<file path="src/output_routing_consts.svh">
`ifndef OUTPUT_ROUTING_CONSTS_SVH
`define OUTPUT_ROUTING_CONSTS_SVH

// ****************************************************
// register indices; byte address is four times these
// ****************************************************
`define FREEWHEEL_EXTERNAL_REQUEST_IDX        12'h016a
`define DIAG_SEL_IDX          12'h016b
`define DEAD_TIME_IDX         12'h016c
`define ROUTE_STATUS_IDX      12'h016d

// ****************************************************
// reset values and fields
// ****************************************************
`define FREEWHEEL_EXTERNAL_REQUEST_RST        5'h00
`define DIAG_SEL_RST          1'h1
`define DEAD_TIME_RST         8'h10
`define FREEWHEEL_EXTERNAL_REQUEST_W          5
`define DEAD_TIME_W           8
`define STATUS_OUT_EN_BIT     5

// ****************************************************
// output numbering: 0..4 high side 1..5, 5..11 low side 1..7
// ****************************************************
`define NUM_OUTPUTS           12
`define NUM_FW_PAIRS          5
`define HIGH_SIDE_5_IDX       4
`define LOW_SIDE_4_IDX        8
`define LOW_SIDE_5_IDX        9
`define LOW_SIDE_6_IDX        10
`define LOW_SIDE_7_IDX        11

`endif

</file>
<file path="src/output_routing_pkg.sv">
package output_routing_pkg;
    typedef logic [11:0] cmd_vec_t;
    typedef logic [4:0]  fw_vec_t;
    typedef logic [7:0]  dead_time_t;
endpackage

</file>
<file path="src/freewheel_link_if.sv">
`timescale 1ns/1ps
interface freewheel_link_if;
    import output_routing_pkg::*;
    logic       hs_req;
    logic       auto_en;
    dead_time_t delay;
    logic       hs_cmd;
    logic       fw_cmd;
    modport ctrl (output hs_req, output auto_en, output delay, input hs_cmd, input fw_cmd);
    modport chan (input hs_req, input auto_en, input delay, output hs_cmd, output fw_cmd);
endinterface

</file>
<file path="src/freewheel_channel.sv">
`timescale 1ns/1ps
module freewheel_channel (
    input  wire logic     clk_in,
    input  wire logic     arst_n_in,
    freewheel_link_if.chan link
);
    import output_routing_pkg::*;

    dead_time_t cnt_reg,    cnt_next;
    logic       last_reg,   last_next;
    logic       hs_reg,     hs_next;
    logic       fw_reg,     fw_next;

    // ****************************************************
    // dead time sequencing
    // ****************************************************
    always_comb begin
        cnt_next  = cnt_reg;
        last_next = link.hs_req;
        hs_next   = hs_reg;
        fw_next   = fw_reg;
        if (!link.auto_en) begin
            cnt_next = '0;
            hs_next  = link.hs_req;
            fw_next  = 1'b0;
        end else if (link.hs_req != last_reg) begin
            // any edge parks both sides low before the new state
            cnt_next = '0;
            hs_next  = 1'b0;
            fw_next  = 1'b0;
        end else if (cnt_reg < link.delay) begin
            cnt_next = cnt_reg + 8'h01;
        end else begin
            hs_next = link.hs_req;
            fw_next = ~link.hs_req;
        end
    end

    always_ff @(posedge clk_in or negedge arst_n_in) begin
        if (!arst_n_in) begin
            cnt_reg  <= '0;
            last_reg <= 1'b0;
            hs_reg   <= 1'b0;
            fw_reg   <= 1'b0;
        end else begin
            cnt_reg  <= cnt_next;
            last_reg <= last_next;
            hs_reg   <= hs_next;
            fw_reg   <= fw_next;
        end
    end

    assign link.hs_cmd = hs_reg;
    assign link.fw_cmd = fw_reg;
endmodule // freewheel_channel

</file>
<file path="src/output_routing_freewheel_ctrl.sv">
// Chosen here: the APB interface to the registers.
`timescale 1ns/1ps
`include "output_routing_consts.svh"
// How it works
// - pick sequencer, input flag, or freewheel source
// - automatic freewheel only on five outputs
// - fixed pairing of freewheel and high side
// - auto freewheel is inverse of high side
// - auto mode ignores sequencer freewheel requests
// - freewheel rises dead time after high falls
// - high side rise delayed by dead time
// - manual mode: sequencer request or selected input flag drives the output
// - register bit enables freewheel without microcode
// - per-output enable bits select freewheel pairing
// - option 0: diagnosis sees sequencer forced command
// - option 1: diagnosis off for disabled outputs
module output_routing_freewheel_ctrl (
    input  wire logic                          clk_in,
    input  wire logic                          arst_n_in,
    input  wire logic                          psel_in,
    input  wire logic                          penable_in,
    input  wire logic                          pwrite_in,
    input  wire logic [15:0]                   paddr_in,
    input  wire logic [31:0]                   pwdata_in,
    output logic      [31:0]                   prdata_out,
    output logic                               pready_out,
    output logic                               pslverr_out,
    input  wire output_routing_pkg::cmd_vec_t  seq_request_in,
    input  wire output_routing_pkg::cmd_vec_t  sequencer_output_access_in,
    input  wire output_routing_pkg::cmd_vec_t  input_flag_in,
    input  wire output_routing_pkg::cmd_vec_t  flag_source_sel_in,
    input  wire output_routing_pkg::fw_vec_t   auto_freewheel_sel_in,
    input  wire logic                          driver_enable_pin_in,
    input  wire logic                          supply_undervoltage_in,
    output output_routing_pkg::cmd_vec_t       predriver_cmd_out,
    output output_routing_pkg::cmd_vec_t       diag_cmd_out
);
    import output_routing_pkg::*;

    // ****************************************************
    // registers and apb slave
    // ****************************************************
    fw_vec_t     fw_ext_reg,    fw_ext_next;
    logic        diag_sel_reg,  diag_sel_next;
    dead_time_t  dead_reg,      dead_next;
    logic [31:0] prdata_reg,    prdata_next;
    logic        pready_reg,    pready_next;
    logic        pslverr_reg,   pslverr_next;
    logic [13:0] word_idx;
    logic        hit;
    logic        wr_en;
    fw_vec_t     auto_eff;
    logic        out_en_reg;

    assign word_idx = paddr_in[15:2];
    assign wr_en    = psel_in & penable_in & pready_reg & pwrite_in;

    always_comb begin
        hit = 1'b1;
        prdata_next = 32'h0000_0000;
        case (word_idx)
            {2'b00, `FREEWHEEL_EXTERNAL_REQUEST_IDX}:   prdata_next[4:0] = fw_ext_reg;
            {2'b00, `DIAG_SEL_IDX}:     prdata_next[0]   = diag_sel_reg;
            {2'b00, `DEAD_TIME_IDX}:    prdata_next[7:0] = dead_reg;
            {2'b00, `ROUTE_STATUS_IDX}: prdata_next[5:0] = {out_en_reg, auto_eff};
            default:                    hit = 1'b0;
        endcase
        // answer is prepared in setup, held through the single access cycle
        pready_next   = psel_in & ~penable_in;
        pslverr_next  = psel_in & ~penable_in & ~hit;
        if (!(psel_in & ~penable_in)) begin
            prdata_next = prdata_reg;
        end
        fw_ext_next   = fw_ext_reg;
        diag_sel_next = diag_sel_reg;
        dead_next     = dead_reg;
        if (wr_en && !pslverr_reg) begin
            case (word_idx)
                {2'b00, `FREEWHEEL_EXTERNAL_REQUEST_IDX}: fw_ext_next   = pwdata_in[4:0];
                {2'b00, `DIAG_SEL_IDX}:   diag_sel_next = pwdata_in[0];
                {2'b00, `DEAD_TIME_IDX}:  dead_next     = pwdata_in[7:0];
                default: begin
                end
            endcase
        end
    end

    always_ff @(posedge clk_in or negedge arst_n_in) begin
        if (!arst_n_in) begin
            fw_ext_reg   <= `FREEWHEEL_EXTERNAL_REQUEST_RST;
            diag_sel_reg <= `DIAG_SEL_RST;
            dead_reg     <= `DEAD_TIME_RST;
            prdata_reg   <= 32'h0000_0000;
            pready_reg   <= 1'b0;
            pslverr_reg  <= 1'b0;
        end else begin
            fw_ext_reg   <= fw_ext_next;
            diag_sel_reg <= diag_sel_next;
            dead_reg     <= dead_next;
            prdata_reg   <= prdata_next;
            pready_reg   <= pready_next;
            pslverr_reg  <= pslverr_next;
        end
    end

    // ****************************************************
    // driver enable pin synchroniser
    // ****************************************************
    logic [2:0] drv_sync_reg, drv_sync_next;
    logic       drv_en_reg,   drv_en_next;
    logic       out_en_next;

    always_comb begin
        drv_sync_next = {drv_sync_reg[1:0], driver_enable_pin_in};
        drv_en_next   = drv_en_reg;
        // a change counts only once the second and third stage agree
        if (drv_sync_reg[1] == drv_sync_reg[2]) begin
            drv_en_next = drv_sync_reg[2];
        end
        out_en_next = drv_en_reg & ~supply_undervoltage_in;
    end

    always_ff @(posedge clk_in or negedge arst_n_in) begin
        if (!arst_n_in) begin
            drv_sync_reg <= 3'h0;
            drv_en_reg   <= 1'b0;
            out_en_reg   <= 1'b0;
        end else begin
            drv_sync_reg <= drv_sync_next;
            drv_en_reg   <= drv_en_next;
            out_en_reg   <= out_en_next;
        end
    end

    // ****************************************************
    // freewheel pairs
    // ****************************************************
    function automatic int fw_index(input int k);
        case (k)
            0:       fw_index = `LOW_SIDE_5_IDX;
            1:       fw_index = `LOW_SIDE_6_IDX;
            2:       fw_index = `LOW_SIDE_7_IDX;
            3:       fw_index = `HIGH_SIDE_5_IDX;
            default: fw_index = `LOW_SIDE_4_IDX;
        endcase
    endfunction

    cmd_vec_t base_cmd;
    fw_vec_t  hs_cmd;
    fw_vec_t  fw_cmd;

    assign auto_eff = auto_freewheel_sel_in | fw_ext_reg;
    // per output: merged sequencer request or a device input flag
    assign base_cmd = (flag_source_sel_in & input_flag_in)
                    | (~flag_source_sel_in & seq_request_in);

    freewheel_link_if link_if [`NUM_FW_PAIRS] ();

    genvar k;
    generate
        for (k = 0; k < `NUM_FW_PAIRS; k = k + 1) begin : g_pair
            // high side 5 may itself be a freewheel of high side 4
            if (k == `HIGH_SIDE_5_IDX) begin : g_chain
                assign link_if[k].hs_req = auto_eff[k-1] ? fw_cmd[k-1] : base_cmd[k];
            end else begin : g_plain
                assign link_if[k].hs_req = base_cmd[k];
            end
            assign link_if[k].auto_en = auto_eff[k];
            assign link_if[k].delay   = dead_reg;
            assign hs_cmd[k]          = link_if[k].hs_cmd;
            assign fw_cmd[k]          = link_if[k].fw_cmd;
            freewheel_channel u_chan (
                .clk_in    (clk_in),
                .arst_n_in (arst_n_in),
                .link      (link_if[k])
            );
        end
    endgenerate

    // ****************************************************
    // final routing and diagnosis command
    // ****************************************************
    cmd_vec_t route_cmd;
    cmd_vec_t cmd_reg,  cmd_next;
    cmd_vec_t diag_reg, diag_next;

    always_comb begin
        route_cmd = base_cmd;
        for (int p = 0; p < `NUM_FW_PAIRS; p++) begin
            if (auto_eff[p]) begin
                route_cmd[p] = hs_cmd[p];
            end
        end
        // freewheel overrides last: sequencer request to it is dropped
        for (int p = 0; p < `NUM_FW_PAIRS; p++) begin
            if (auto_eff[p]) begin
                route_cmd[fw_index(p)] = fw_cmd[p];
            end
        end
        cmd_next = out_en_reg ? route_cmd : '0;
        if (diag_sel_reg) begin
            diag_next = out_en_reg ? route_cmd : '0;
        end else begin
            diag_next = seq_request_in & sequencer_output_access_in;
        end
    end

    always_ff @(posedge clk_in or negedge arst_n_in) begin
        if (!arst_n_in) begin
            cmd_reg  <= '0;
            diag_reg <= '0;
        end else begin
            cmd_reg  <= cmd_next;
            diag_reg <= diag_next;
        end
    end

    assign predriver_cmd_out = cmd_reg;
    assign diag_cmd_out      = diag_reg;
    assign prdata_out        = prdata_reg;
    assign pready_out        = pready_reg;
    assign pslverr_out       = pslverr_reg;
endmodule // output_routing_freewheel_ctrl

</file>
<file path="config.mk">
export PLATFORM = sky130hd
export DESIGN_NAME = output_routing_freewheel_ctrl
export DESIGN_NICKNAME = d
export VERILOG_FILES = /design/src/output_routing_pkg.sv /design/src/freewheel_link_if.sv /design/src/freewheel_channel.sv /design/src/output_routing_freewheel_ctrl.sv
export VERILOG_INCLUDE_DIRS = /design/src
export SDC_FILE = /design/constraint.sdc
export NUM_CORES = 1
export LEC_CHECK = 0
export BUFFER_PORTS_ARGS = -buffer_cell sky130_fd_sc_hd__buf_2
export CAP_MARGIN = 20
export CORE_MARGIN = 3
export CORE_UTILIZATION = 53
export CTS_CLUSTER_SIZE = 14
export DETAILED_ROUTE_END_ITERATION = 7
export PLACE_DENSITY = 0.79
export SLEW_MARGIN = 20
export SYNTH_ARGS = -nofsm -noshare
export SYNTH_HDL_FRONTEND = slang
export SYNTH_SLANG_ARGS = --single-unit
</file>
<file path="constraint.sdc">
create_clock -name clk_in -period 3.24 [get_ports clk_in]
set_input_delay 0.486 -clock clk_in [delete_from_list [all_inputs] [get_ports clk_in]]
set_output_delay 0.486 -clock clk_in [all_outputs]
set_load 0.03 [all_outputs]
</file>
==> results of run 1 <==
cell type report:
type,count,share of cell area (%)
Sequential cell,108,38.91
Clock inverter,6,1.242
Clock buffer,10,3.438
Timing Repair Buffer,118,8.639
Tap cell,140,2.520
Inverter,27,1.458
Multi-Input combinational cell,447,43.79
worst paths after layout:
| path | to | slack [ns] | depth (start not counted) |
|---|---|---|---|
| max | g_pair[3].u_chan.link.hs_cmd | 0.65 | 7 |
| min | dead_reg[7] | 0.17 | 1 |
| max reg2reg | g_pair[3].u_chan.link.hs_cmd | 0.65 | 7 |
| min reg2reg | drv_sync_reg[1] | 0.35 | 0 |
| max in group asynchronous | g_pair[2].u_chan.cnt_reg[6] | 2.30 | 2 |
| min in group clk_in | drv_sync_reg[0] | 0.24 | 1 |
Yosys cell counts (3+ instances only):
cell type	n	area, µm²
a31oi_1	4	25.02
or3_1	24	150.1
o221ai_1	3	26.28
nor3_1	3	15.01
nand2_1	41	153.9
nor2_1	41	153.9
mux2i_1	18	180.2
buf_4	24	180.2
ha_1	50	625.6
or4_1	7	52.55
nor2b_1	8	50.05
or2_2	4	25.02
nand4_1	4	25.02
buf_1	4	15.01
and2_1	4	25.02
o21a_1	5	37.54
xor2_1	8	70.07
mux2_2	14	157.7
xnor2_1	3	26.28
dfrtp_1	106	2653
a211oi_1	5	37.54
a31o_2	3	26.28
clkbuf_1	12	45.04
nand2b_1	5	31.28
a21oi_1	40	200.2
o21ai_0	42	210.2
a21o_1	15	112.6
o31ai_2	3	37.54
and3_1	8	50.05
o211ai_1	3	22.52
inv_1	27	101.4
o31ai_1	5	37.54
nand3_1	20	100.1
o211a_1	4	40.04
a22oi_1	6	45.04
per-layer routing:
metal	up-vias	GRT usage (%)	share of wire [%]
met3	21	5.013	5.6
met2	142	38.70	51
met5	-	0	0
li1	2335	-	-
met4	0	7.692	1.8
met1	2373	27.50	42
cells in the final DEF (no fill, tap or decap), types with 3 or more instances in the layout:
cell type | Yosys | final
conb_1 | 1 | 24
a31oi_1 | 4 | 4
o211ai_1 | 3 | 3
nand3_1 | 20 | 20
and2_1 | 4 | 4
a211oi_1 | 5 | 5
or2_2 | 4 | 4
o31ai_1 | 5 | 5
clkbuf_16 | 0 | 9
buf_2 | 1 | 114
a21oi_1 | 40 | 40
a22oi_1 | 6 | 6
nor2b_1 | 8 | 8
mux2i_1 | 18 | 18
ha_1 | 50 | 50
a21o_1 | 15 | 15
or3_1 | 24 | 24
o221ai_1 | 3 | 3
o211a_1 | 4 | 4
o21a_1 | 5 | 5
nor2_1 | 41 | 41
nand2b_1 | 5 | 5
nand2_1 | 41 | 41
inv_1 | 27 | 27
or4_1 | 7 | 7
nand4_1 | 4 | 4
o31ai_2 | 3 | 3
mux2_2 | 14 | 14
nor3_1 | 3 | 3
buf_4 | 24 | 4
a31o_2 | 3 | 3
xnor2_1 | 3 | 3
xor2_1 | 8 | 8
o21ai_0 | 42 | 41
dfrtp_1 | 106 | 106
and3_1 | 8 | 8
metrics by stage:
step | hold slack [ns] | worst slack (ns)
detailed placement | 0.3356 | 0.6408
floorplan | 0.1904 | 0.9519
global route | 0.2260 | 0.4846
finish | 0.1732 | 0.6480
CTS | 0.2016 | 0.6446
global placement | 0.3353 | 0.7695
worst register-to-register path, delay by kind of cell (launching register included):
family                   cells  cell delay (ns)
flip-flops                   1             0.55
adder cells (fa/ha/maj)      1             0.32
buffers and inverters        1             0.14
AO/OA/AOI/OAI                5             1.49
logic make-up after synthesis:
logic type	Yosys count	synth area share, %
compound gates	152	16.37
buf+inv	68	5.767
other cells	1	0.06240
flops	108	45.01
fa+ha+maj	51	10.58
xor+xnor	11	1.603
simple gates	177	14.99
mux	32	5.621
power groups by stage:
stage               registers, W  clock network, W  logic, W
floorplan                0.00146                 0  0.000166
CTS                      0.00140           0.00121  0.000310
detailed placement       0.00143                 0  0.000308
global placement         0.00143                 0  0.000298
finish                   0.00140           0.00119  0.000308
global route             0.00141           0.00126  0.000339
==> out/metrics.cfg, run 1 <==
[clock_network]
cts_setup_buffers=0
postCtsHoldBufs=0
clk_transition_reported_paths_ns=0.07
cts_tree=yes
numCtsBuffers=9
cts_root_buffer=clkbuf_16
clk_latency_ns=0.35
htree_levels=3
cts_buffer_depth=2
clock_sink_count=108
cts_resized=0

[final_layout]
area_growth_pct=15.68
nNetsFinal=869
largest_register_ffs=40
final_util_pct=63.29
multi_input_area_mm2=0.003044
diodes=0
fillCellCount=881
seqCellArea_mm2=0.002705
finalInstanceArea_mm2=0.006952
stdcell_count=856
drive_gt1_share_pct=22.77

[worst_setup_path]
worst_ep_arrival_time_ns=2.86
critPathKind=reg -> reg
critPathMaxStageDelay_ns=0.91
cp_num_buf_inv=1
cp-start-kind=flop
end_kind=flop
worst_r2r_startpoint=dead_reg[4]
cp_slowest_cell=o31ai_2
cp.required_ns=3.51
crit_family=compound AO/OA/AOI/OAI gates
crit_start=dead_reg[4]
crit_chain=inv_1 > ha_1 > o21a_1 > a21oi_1 > o31ai_2 > o21ai_0 > a31oi_1
critPathMaxFanout=18

[sta]
tns_ns=0
fmax_ghz=0.3858
final_hold_viol_count=0
rsz0062_at_grt=false
slew_violations=0
max_slew_margin_pct=27.83
period_needed_ns=2.592
worst_pin_slew_ns=1.076
finalSetupViolations=0
fin_crit_sh_pct=80.00
skew_ns=0.009355

[place]
placed_area_mm2=0.006626
dp_cells=840
port_buffers=115
dpl.hpwl_um=10480
place_congestion=0.8635

[power_and_ir_drop]
total_leakage_power_nw=3.579
p_seq_share_pct=48.3
worst_ir_drop_vdd_uv=299.9
combPwrFrac_pct=10.6
p_switching_w=0.0007219
power.density_mw_per_mm2=417.7
swShare_pct=24.86
p_int_w=0.002182
p_clk_share_pct=41.1
finalPower_w=0.002904

[global_route]
grt_use_total_pct=22.31
grt_pass1_wl_um=22950
grt_max_degree=56
gr-total-overflow=0
grt_pass1_vias=4854
antenna_found_initial=0

[yosys]
synth_cell_types=57
yosysSeqAreaShare_pct=45.01
synthArstFlopShare_pct=100.0
ys_warn_count=0
synth_ff_type=dfrtp_1
synth_edf_count=0
syn-instance-count=600
ys_ff_latch=108
syn-cell-area_mm2=0.006010
syn_area_per_cell_um2=10.02

[run_status]
status=finished, final reports clean

[floorplanning]
die_y_um=112.5
die_w_um=112.5
start_util_pct=54.72
rows=38
fp.dieArea_mm2=0.01265
core_area_mm2=0.01098
io_pins=166

[flow_run]
drv_cap=0

[route]
first_iter_violations=241
routed_wl_um=13970
route.detailed.drc=0
via_per_inst=5.690
antenna_left=0
firstDrtPassIters=4
routedWlPerCell_um=16.32
via_count=4871

[min_path]
hp-class=in -> async

Power figures use the tool's default switching activity.
==> run 2, diff against run 1 <==
--- a/config.mk
+++ b/config.mk
@@ -6,13 +6,14 @@
 export SDC_FILE = /design/constraint.sdc
 export NUM_CORES = 1
 export LEC_CHECK = 0
+export ABC_AREA = 1
 export BUFFER_PORTS_ARGS = -buffer_cell sky130_fd_sc_hd__buf_2
 export CAP_MARGIN = 20
 export CORE_MARGIN = 3
-export CORE_UTILIZATION = 53
+export CORE_UTILIZATION = 49
 export CTS_CLUSTER_SIZE = 14
 export DETAILED_ROUTE_END_ITERATION = 7
-export PLACE_DENSITY = 0.79
+export PLACE_DENSITY = 0.75
 export SLEW_MARGIN = 20
 export SYNTH_ARGS = -nofsm -noshare
 export SYNTH_HDL_FRONTEND = slang
==> constraint.sdc (replaced) <==
create_clock -name clk_in -period 2.2 [get_ports clk_in]
set_input_delay 0.33 -clock clk_in [delete_from_list [all_inputs] [get_ports clk_in]]
set_output_delay 0.33 -clock clk_in [all_outputs]
set_load 0.03 [all_outputs]
==> out/metrics.cfg, run 2 <==
[run_status]
status=finished, final reports clean  ; unchanged

[place]
dp_cells=1167  ; was 840
place_congestion=0.8522  ; was 0.8635
placed_area_mm2=0.007552  ; was 0.006626 mm²
post-place-ws_ns=0.2977  ; was 0.6408 ns
port_buffers=115  ; unchanged
dpl.hpwl_um=12180  ; was 10480 µm

[worst_setup_path]
critPathKind=reg -> reg  ; unchanged
worst_ep_arrival_time_ns=2.19  ; was 2.86 ns
reg2reg_slack_ns=0.26  ; was 0.65 ns
cp.required_ns=2.45  ; was 3.51 ns
worst_r2r_startpoint=dead_reg[4]  ; unchanged
r2r_cells=7  ; unchanged
r2r_end=g_pair[0].u_chan.cnt_reg[4]  ; was g_pair[3].u_chan.link.hs_cmd
end_kind=flop  ; unchanged
cp-start-kind=flop  ; unchanged
critPathMaxFanout=8  ; was 18
crit_end=g_pair[0].u_chan.cnt_reg[4]  ; was g_pair[3].u_chan.link.hs_cmd
crit_start=dead_reg[4]  ; unchanged

[clock_network]
cts_buffer_depth=2  ; unchanged
clk_transition_reported_paths_ns=0.07  ; about the same
cts_root_buffer=clkbuf_16  ; unchanged
clk_latency_ns=0.37  ; was 0.35 ns
cts_tree=yes  ; unchanged
clock_sink_count=108  ; unchanged
cts_setup_buffers=0  ; unchanged
htree_levels=3  ; unchanged
numCtsBuffers=9  ; unchanged

[yosys]
yosysTopAreaCellShare_pct=39.60  ; was 44.14%
synthTopCellsByCount=nand2_1, inv_1, dfrtp_1  ; was dfrtp_1, ha_1, o21ai_0
syn-instance-count=868  ; was 600
syn_area_per_cell_um2=7.716  ; was 10.02 µm²
syn-cell-area_mm2=0.006698  ; was 0.006010 mm²
ys_warn_count=0  ; unchanged
synth_top_area_cell=dfrtp_1  ; unchanged
synth_ff_type=dfrtp_1  ; unchanged
synth_area_leaders=dfrtp_1, nand2_1, ha_1  ; was dfrtp_1, ha_1, o21ai_0
yosysSeqAreaShare_pct=40.39  ; was 45.01%
ys_ff_latch=108  ; unchanged
synthArstFlopShare_pct=100.0  ; unchanged
synth_edf_count=0  ; unchanged
synth_most_common_cell=nand2_1  ; was dfrtp_1
synth_cell_types=34  ; was 57

[power_and_ir_drop]
swShare_pct=28.81  ; was 24.86%
worst_ir_drop_vdd_uv=522.5  ; was 299.9 µV
combPwrFrac_pct=13.5  ; was 10.6%
p_seq_share_pct=48.9  ; was 48.3%
p_clk_share_pct=37.6  ; was 41.1%
p_int_w=0.003074  ; was 0.002182 W
p_switching_w=0.001244  ; was 0.0007219 W
power.density_mw_per_mm2=549.7  ; was 417.7 mW/mm²
total_leakage_power_nw=4.546  ; was 3.579 nW

[floorplanning]
start_util_pct=50.38  ; was 54.72%
die_w_um=122.9  ; was 112.5 µm
die_y_um=122.9  ; was 112.5 µm
io_pins=166  ; unchanged
fp.dieArea_mm2=0.01511  ; was 0.01265 mm²
core_area_mm2=0.01330  ; was 0.01098 mm²
rows=42  ; was 38

[route]
routed_wl_um=16530  ; was 13970 µm
routedWlPerCell_um=13.96  ; was 16.32 µm
route.detailed.drc=0  ; unchanged
via_count=6107  ; was 4871
via_per_inst=5.158  ; was 5.690
antenna_left=0  ; unchanged
firstDrtPassIters=5  ; was 4
first_iter_violations=476  ; was 241

[sta]
max_slew_margin_pct=57.33  ; was 27.83%
worst_slack_ns=0.2630  ; was 0.6480 ns
slew_violations=0  ; unchanged
worst_pin_slew_ns=0.6393  ; was 1.076 ns
finalSetupViolations=0  ; unchanged
hold_slack_ns=0.07314  ; was 0.1732 ns
skew_ns=0.01021  ; was 0.009355 ns
final_hold_viol_count=0  ; unchanged
period_needed_ns=1.937  ; was 2.592 ns
tns_ns=0  ; unchanged
rsz0062_at_grt=false  ; unchanged
fmax_ghz=0.5163  ; was 0.3858 GHz
fin_crit_sh_pct=88.04  ; was 80.00%

[global_route]
busiest_layer=met2  ; unchanged
gr-total-overflow=0  ; unchanged
grt_pass1_vias=5621  ; was 4854
grt_use_total_pct=22.70  ; was 22.31%
use_met1_pct=29.77  ; was 27.50%
grt_max_degree=43  ; was 56
grt.met3_usage_pct=4.803  ; was 5.013%
antenna_found_initial=0  ; unchanged
grt_use_met2_pct=38.20  ; was 38.70%
grt_pass1_wl_um=26930  ; was 22950 µm

[final_layout]
drive_gt1_share_pct=18.65  ; was 22.77%
finalInstanceArea_mm2=0.007856  ; was 0.006952 mm²
largest_register_ffs=40  ; unchanged
nNetsFinal=1161  ; was 869
fillCellCount=1196  ; was 881
diodes=0  ; unchanged
most-common-layout-cells=nand2_1, buf_2, inv_1  ; was buf_2, dfrtp_1, ha_1
stdcell_count=1184  ; was 856
area_growth_pct=17.30  ; was 15.68%
final_common_cell=nand2_1  ; was buf_2

[min_path]
hp-class=in -> reg  ; was in -> async
hp-start=driver_enable_pin_in

[flow_run]
drv_cap=0  ; unchanged

[run 2: cell count changes after synthesis, moves of 19 or more]
cell and change:
inv_1 +83, nand2_1 +205, o21ai_0 -19, nand4_1 +58
or3_1 -24, nand3_1 +73
[run 2: cell type report]
class                           count  area, µm²  share of cell area (%)
Multi-Input combinational cell    625       3368                   42.87
Sequential cell                   108       2705                   34.43
Timing Repair Buffer              147      845.8                   10.77
Inverter                          112      422.9                   5.383
Clock buffer                       10      239.0                   3.042
Tap cell                          176      220.2                   2.803
Clock inverter                      6      55.05                  0.7007
[run 2: power by group through the flow]
stage	clock, W	sequential, W	combinational [W]
finish	0.00163	0.00211	0.000583
global route	0.00173	0.00212	0.000661
CTS	0.00166	0.00211	0.000587
detailed placement	0	0.00215	0.000583
global placement	0	0.00215	0.000572
floorplan	0	0.00219	0.000331
[run 2: worst min path at each step]
stage               depth (start not counted)               to  slack (ns)
floorplan                                   0      dead_reg[0]        0.03
global placement                            0  drv_sync_reg[1]        0.34
detailed placement                          0  drv_sync_reg[1]        0.35
CTS                                         1  drv_sync_reg[0]        0.06
global route                                1  drv_sync_reg[0]        0.06
finish                                      1  drv_sync_reg[0]        0.07
[run 2: cell families after synthesis]
kind of cell | count (synthesis) | share of synthesized area (%)
AO/OA/AOI/OAI | 68 | 5.903
AND/OR/NAND/NOR | 464 | 31.14
flip-flops | 108 | 40.39
adder cells (fa/ha/maj) | 51 | 9.490
buffers and inverters | 158 | 10.61
XOR/XNOR | 15 | 1.961
other | 1 | 0.05599
multiplexers | 3 | 0.4484
[run 2: layer usage]
metal | wire length [µm] | part of all wire (%) | up-vias
met5 | 0 | 0 | -
met4 | 265 | 1.6 | 0
met3 | 1100 | 6.7 | 22
met2 | 8065 | 49 | 181
met1 | 7095 | 43 | 2849
li1 | - | - | 3055
[run 2: timing repair]
action / CTS / global route
resized for setup: 0 / 0
hold endpoints to repair: 37 / 0
hold buffers: 1 / 0
[run 2: stage by stage]
step	total power, W	utilization [%]
3_3_place_gp	0.002718	56.80
3_5_place_dp	0.002731	56.80
4_1_cts	0.004354	59.09
2_1_floorplan	0.002522	-
5_1_grt	0.004509	59.09
6_report	0.004319	59.09
[run 2: critical path, cell delays in order (launching register included)]
cell,delay (ns)
dfstp_2,0.56
inv_1,0.16
ha_1,0.25
a21oi_1,0.18
o21a_1,0.24
nand2_1,0.25
nand3_1,0.14
nand2_1,0.06
==> run 3, diff against run 2 <==
--- a/config.mk
+++ b/config.mk
@@ -14,7 +14,7 @@
 export CTS_CLUSTER_SIZE = 14
 export DETAILED_ROUTE_END_ITERATION = 7
 export PLACE_DENSITY = 0.75
-export SLEW_MARGIN = 20
+export REMOVE_ABC_BUFFERS = 1
 export SYNTH_ARGS = -nofsm -noshare
 export SYNTH_HDL_FRONTEND = slang
 export SYNTH_SLANG_ARGS = --single-unit
==> out/metrics.cfg, run 3 (same netlist as run 2, synthesis figures left out) <==
[global_route]
grt_use_total_pct=22.37  ; was 22.70%
grt_max_degree=38  ; was 43
antenna_found_initial=0  ; unchanged
grt_pass1_wl_um=26650  ; was 26930 µm
grt_pass1_vias=5511  ; was 5621
gr-total-overflow=0  ; unchanged

[route]
antenna_left=0  ; unchanged
wl_met2_um=7663  ; was 8065 µm
routedWlPerCell_um=13.65  ; was 13.96 µm
routed_wl_um=16140  ; was 16530 µm
highest_layer=met4  ; unchanged
route.met3.wl_um=958  ; was 1100 µm
via_per_inst=5.104  ; was 5.158
first_iter_violations=540  ; was 476
wl_met1_um=7238  ; was 7095 µm
firstDrtPassIters=5  ; unchanged
via_count=6033  ; was 6107
route.detailed.drc=0  ; unchanged

[worst_setup_path]
worst_ep_arrival_time_ns=2.18  ; was 2.19 ns
cp_num_buf_inv=1  ; unchanged
critPathKind=reg -> reg  ; unchanged
crit_family=simple AND/OR/NAND/NOR gates  ; was flip-flops
cp_slowest_cell=dfrtp_1  ; was dfstp_2
end_kind=flop  ; unchanged
crit_chain=inv_1 > ha_1 > a21oi_1 > nand2_1 > nand2_1 > nand2_1 > nand3_1 > nand2_1  ; was inv_1 > ha_1 > a21oi_1 > o21a_1 > nand2_1 > nand3_1 > nand2_1
cpMostUsedCell=nand2_1  ; unchanged
critPathMaxFanout=8  ; unchanged
critPathMaxStageDelay_ns=0.39  ; was 0.56 ns
cp.required_ns=2.44  ; was 2.45 ns
cp-start-kind=flop  ; unchanged

[floorplanning]
die_y_um=122.9  ; unchanged
rows=42  ; unchanged
start_util_pct=50.38  ; unchanged
fp.dieArea_mm2=0.01511  ; unchanged
io_pins=166  ; unchanged
die_w_um=122.9  ; unchanged
core_area_mm2=0.01330  ; unchanged

[clock_network]
clock_sink_count=108  ; unchanged
numCtsBuffers=9  ; unchanged
clk_latency_ns=0.36  ; was 0.37 ns
cts_tree=yes  ; unchanged
cts_resized=0  ; unchanged
cts_root_buffer=clkbuf_16  ; unchanged
clk_transition_reported_paths_ns=0.07  ; about the same
htree_levels=3  ; unchanged
cts_buffer_depth=2  ; unchanged

[final_layout]
drive_gt1_share_pct=18.41  ; was 18.65%
multi_input_area_mm2=0.003368  ; unchanged
stdcell_count=1182  ; was 1184
seqCellArea_mm2=0.002705  ; unchanged
area_growth_pct=17.67  ; was 17.30%
largest_register_ffs=40  ; unchanged
fillCellCount=1205  ; was 1196
final_util_pct=59.28  ; was 59.09%
most-common-layout-cells=nand2_1, buf_2, inv_1  ; unchanged
final_common_cell=nand2_1  ; unchanged
nNetsFinal=1158  ; was 1161

[sta]
finalSetupViolations=0  ; unchanged
period_needed_ns=1.940  ; was 1.937 ns
rsz0062_at_grt=false  ; unchanged
tns_ns=0  ; unchanged
worst_pin_slew_ns=0.6535  ; was 0.6393 ns
final_hold_viol_count=0  ; unchanged
max_slew_margin_pct=56.39  ; was 57.33%
fmax_ghz=0.5154  ; was 0.5163 GHz
fin_crit_sh_pct=88.19  ; was 88.04%
skew_ns=0.007244  ; was 0.01021 ns
slew_violations=0  ; unchanged

[power_and_ir_drop]
combPwrFrac_pct=13.3  ; was 13.5%
finalPower_w=0.004464  ; was 0.004319 W
p_int_w=0.003264  ; was 0.003074 W
p_clk_share_pct=39.4  ; was 37.6%
swShare_pct=26.87  ; was 28.81%
power.density_mw_per_mm2=566.3  ; was 549.7 mW/mm²
worst_ir_drop_vdd_uv=330.8  ; was 522.5 µV
p_seq_share_pct=47.2  ; was 48.9%
p_switching_w=0.001199  ; was 0.001244 W
total_leakage_power_nw=4.545  ; was 4.546 nW

[run_status]
status=finished, final reports clean  ; unchanged

[min_path]
hp-class=in -> reg  ; unchanged

[flow_run]
drv_cap=0  ; unchanged

[place]
dpl.hpwl_um=12160  ; was 12180 µm
dp_cells=1164  ; was 1167
place_congestion=0.8237  ; was 0.8522
port_buffers=115  ; unchanged

## run 3: cell count changes in the layout (fill, tap and decap cells not counted), sizes merged
cell	before	now
diode	0	1
inv	114	111
clkinv	3	4
clkinvlp	1	2
buf	146	143
clkbuf	10	9
bufinv	0	2
## run 3: what timing repair did
| item | in CTS | in global routing |
|---|---|---|
| hold endpoints to repair | 34 | 0 |
| hold buffers | 1 | 0 |
| buffers inserted | 0 | 0 |
## run 3: path summary, 6_finish.rpt
path,depth (start not counted),from,slack [ns],end
min in group asynchronous,2,arst_n_in,0.48,g_pair[3].u_chan.cnt_reg[3]
max reg2reg,8,dead_reg[3],0.26,g_pair[3].u_chan.cnt_reg[6]
max in group asynchronous,3,arst_n_in,1.10,dead_reg[4]
min,1,driver_enable_pin_in,0.07,drv_sync_reg[0]
min reg2reg,0,drv_sync_reg[0],0.35,drv_sync_reg[1]
max,8,dead_reg[3],0.26,g_pair[3].u_chan.cnt_reg[6]
## run 3: power groups by stage
| stage | Combinational (W) | Clock, W | Sequential, W |
|---|---|---|---|
| floorplan | 0.000289 | 0 | 0.00219 |
| global placement | 0.000583 | 0 | 0.00214 |
| detailed placement | 0.000594 | 0 | 0.00215 |
| CTS | 0.000599 | 0.00179 | 0.00211 |
| global route | 0.000672 | 0.00187 | 0.00212 |
| finish | 0.000595 | 0.00176 | 0.00211 |
## run 3: layer usage
metal | track usage (%) | vias up
met1 | 30.19 | 2801
met5 | 0 | -
li1 | - | 3059
met4 | 6.508 | 0
met3 | 4.849 | 21
met2 | 36.39 | 152
## run 3: layout make-up
type / count / share of cell area (%)
Timing Repair Buffer: 144 / 10.60
Clock inverter: 7 / 1.286
Clock buffer: 9 / 2.858
Multi-Input combinational cell: 625 / 42.74
Sequential cell: 108 / 34.32
Tap cell: 176 / 2.794
Inverter: 112 / 5.366
Antenna cell: 1 / 0.03175
## run 3: stage by stage
stage,setup slack (ns),area (µm²),hold slack (ns)
after floorplan,0.3171,6496,0.03441
after detailed placement,0.2696,7542,0.3334
after global placement,0.3107,7542,0.3307
after global routing,0.06105,7879,0.06581
final,0.2598,7881,0.07497
after CTS,0.2740,7879,0.06480
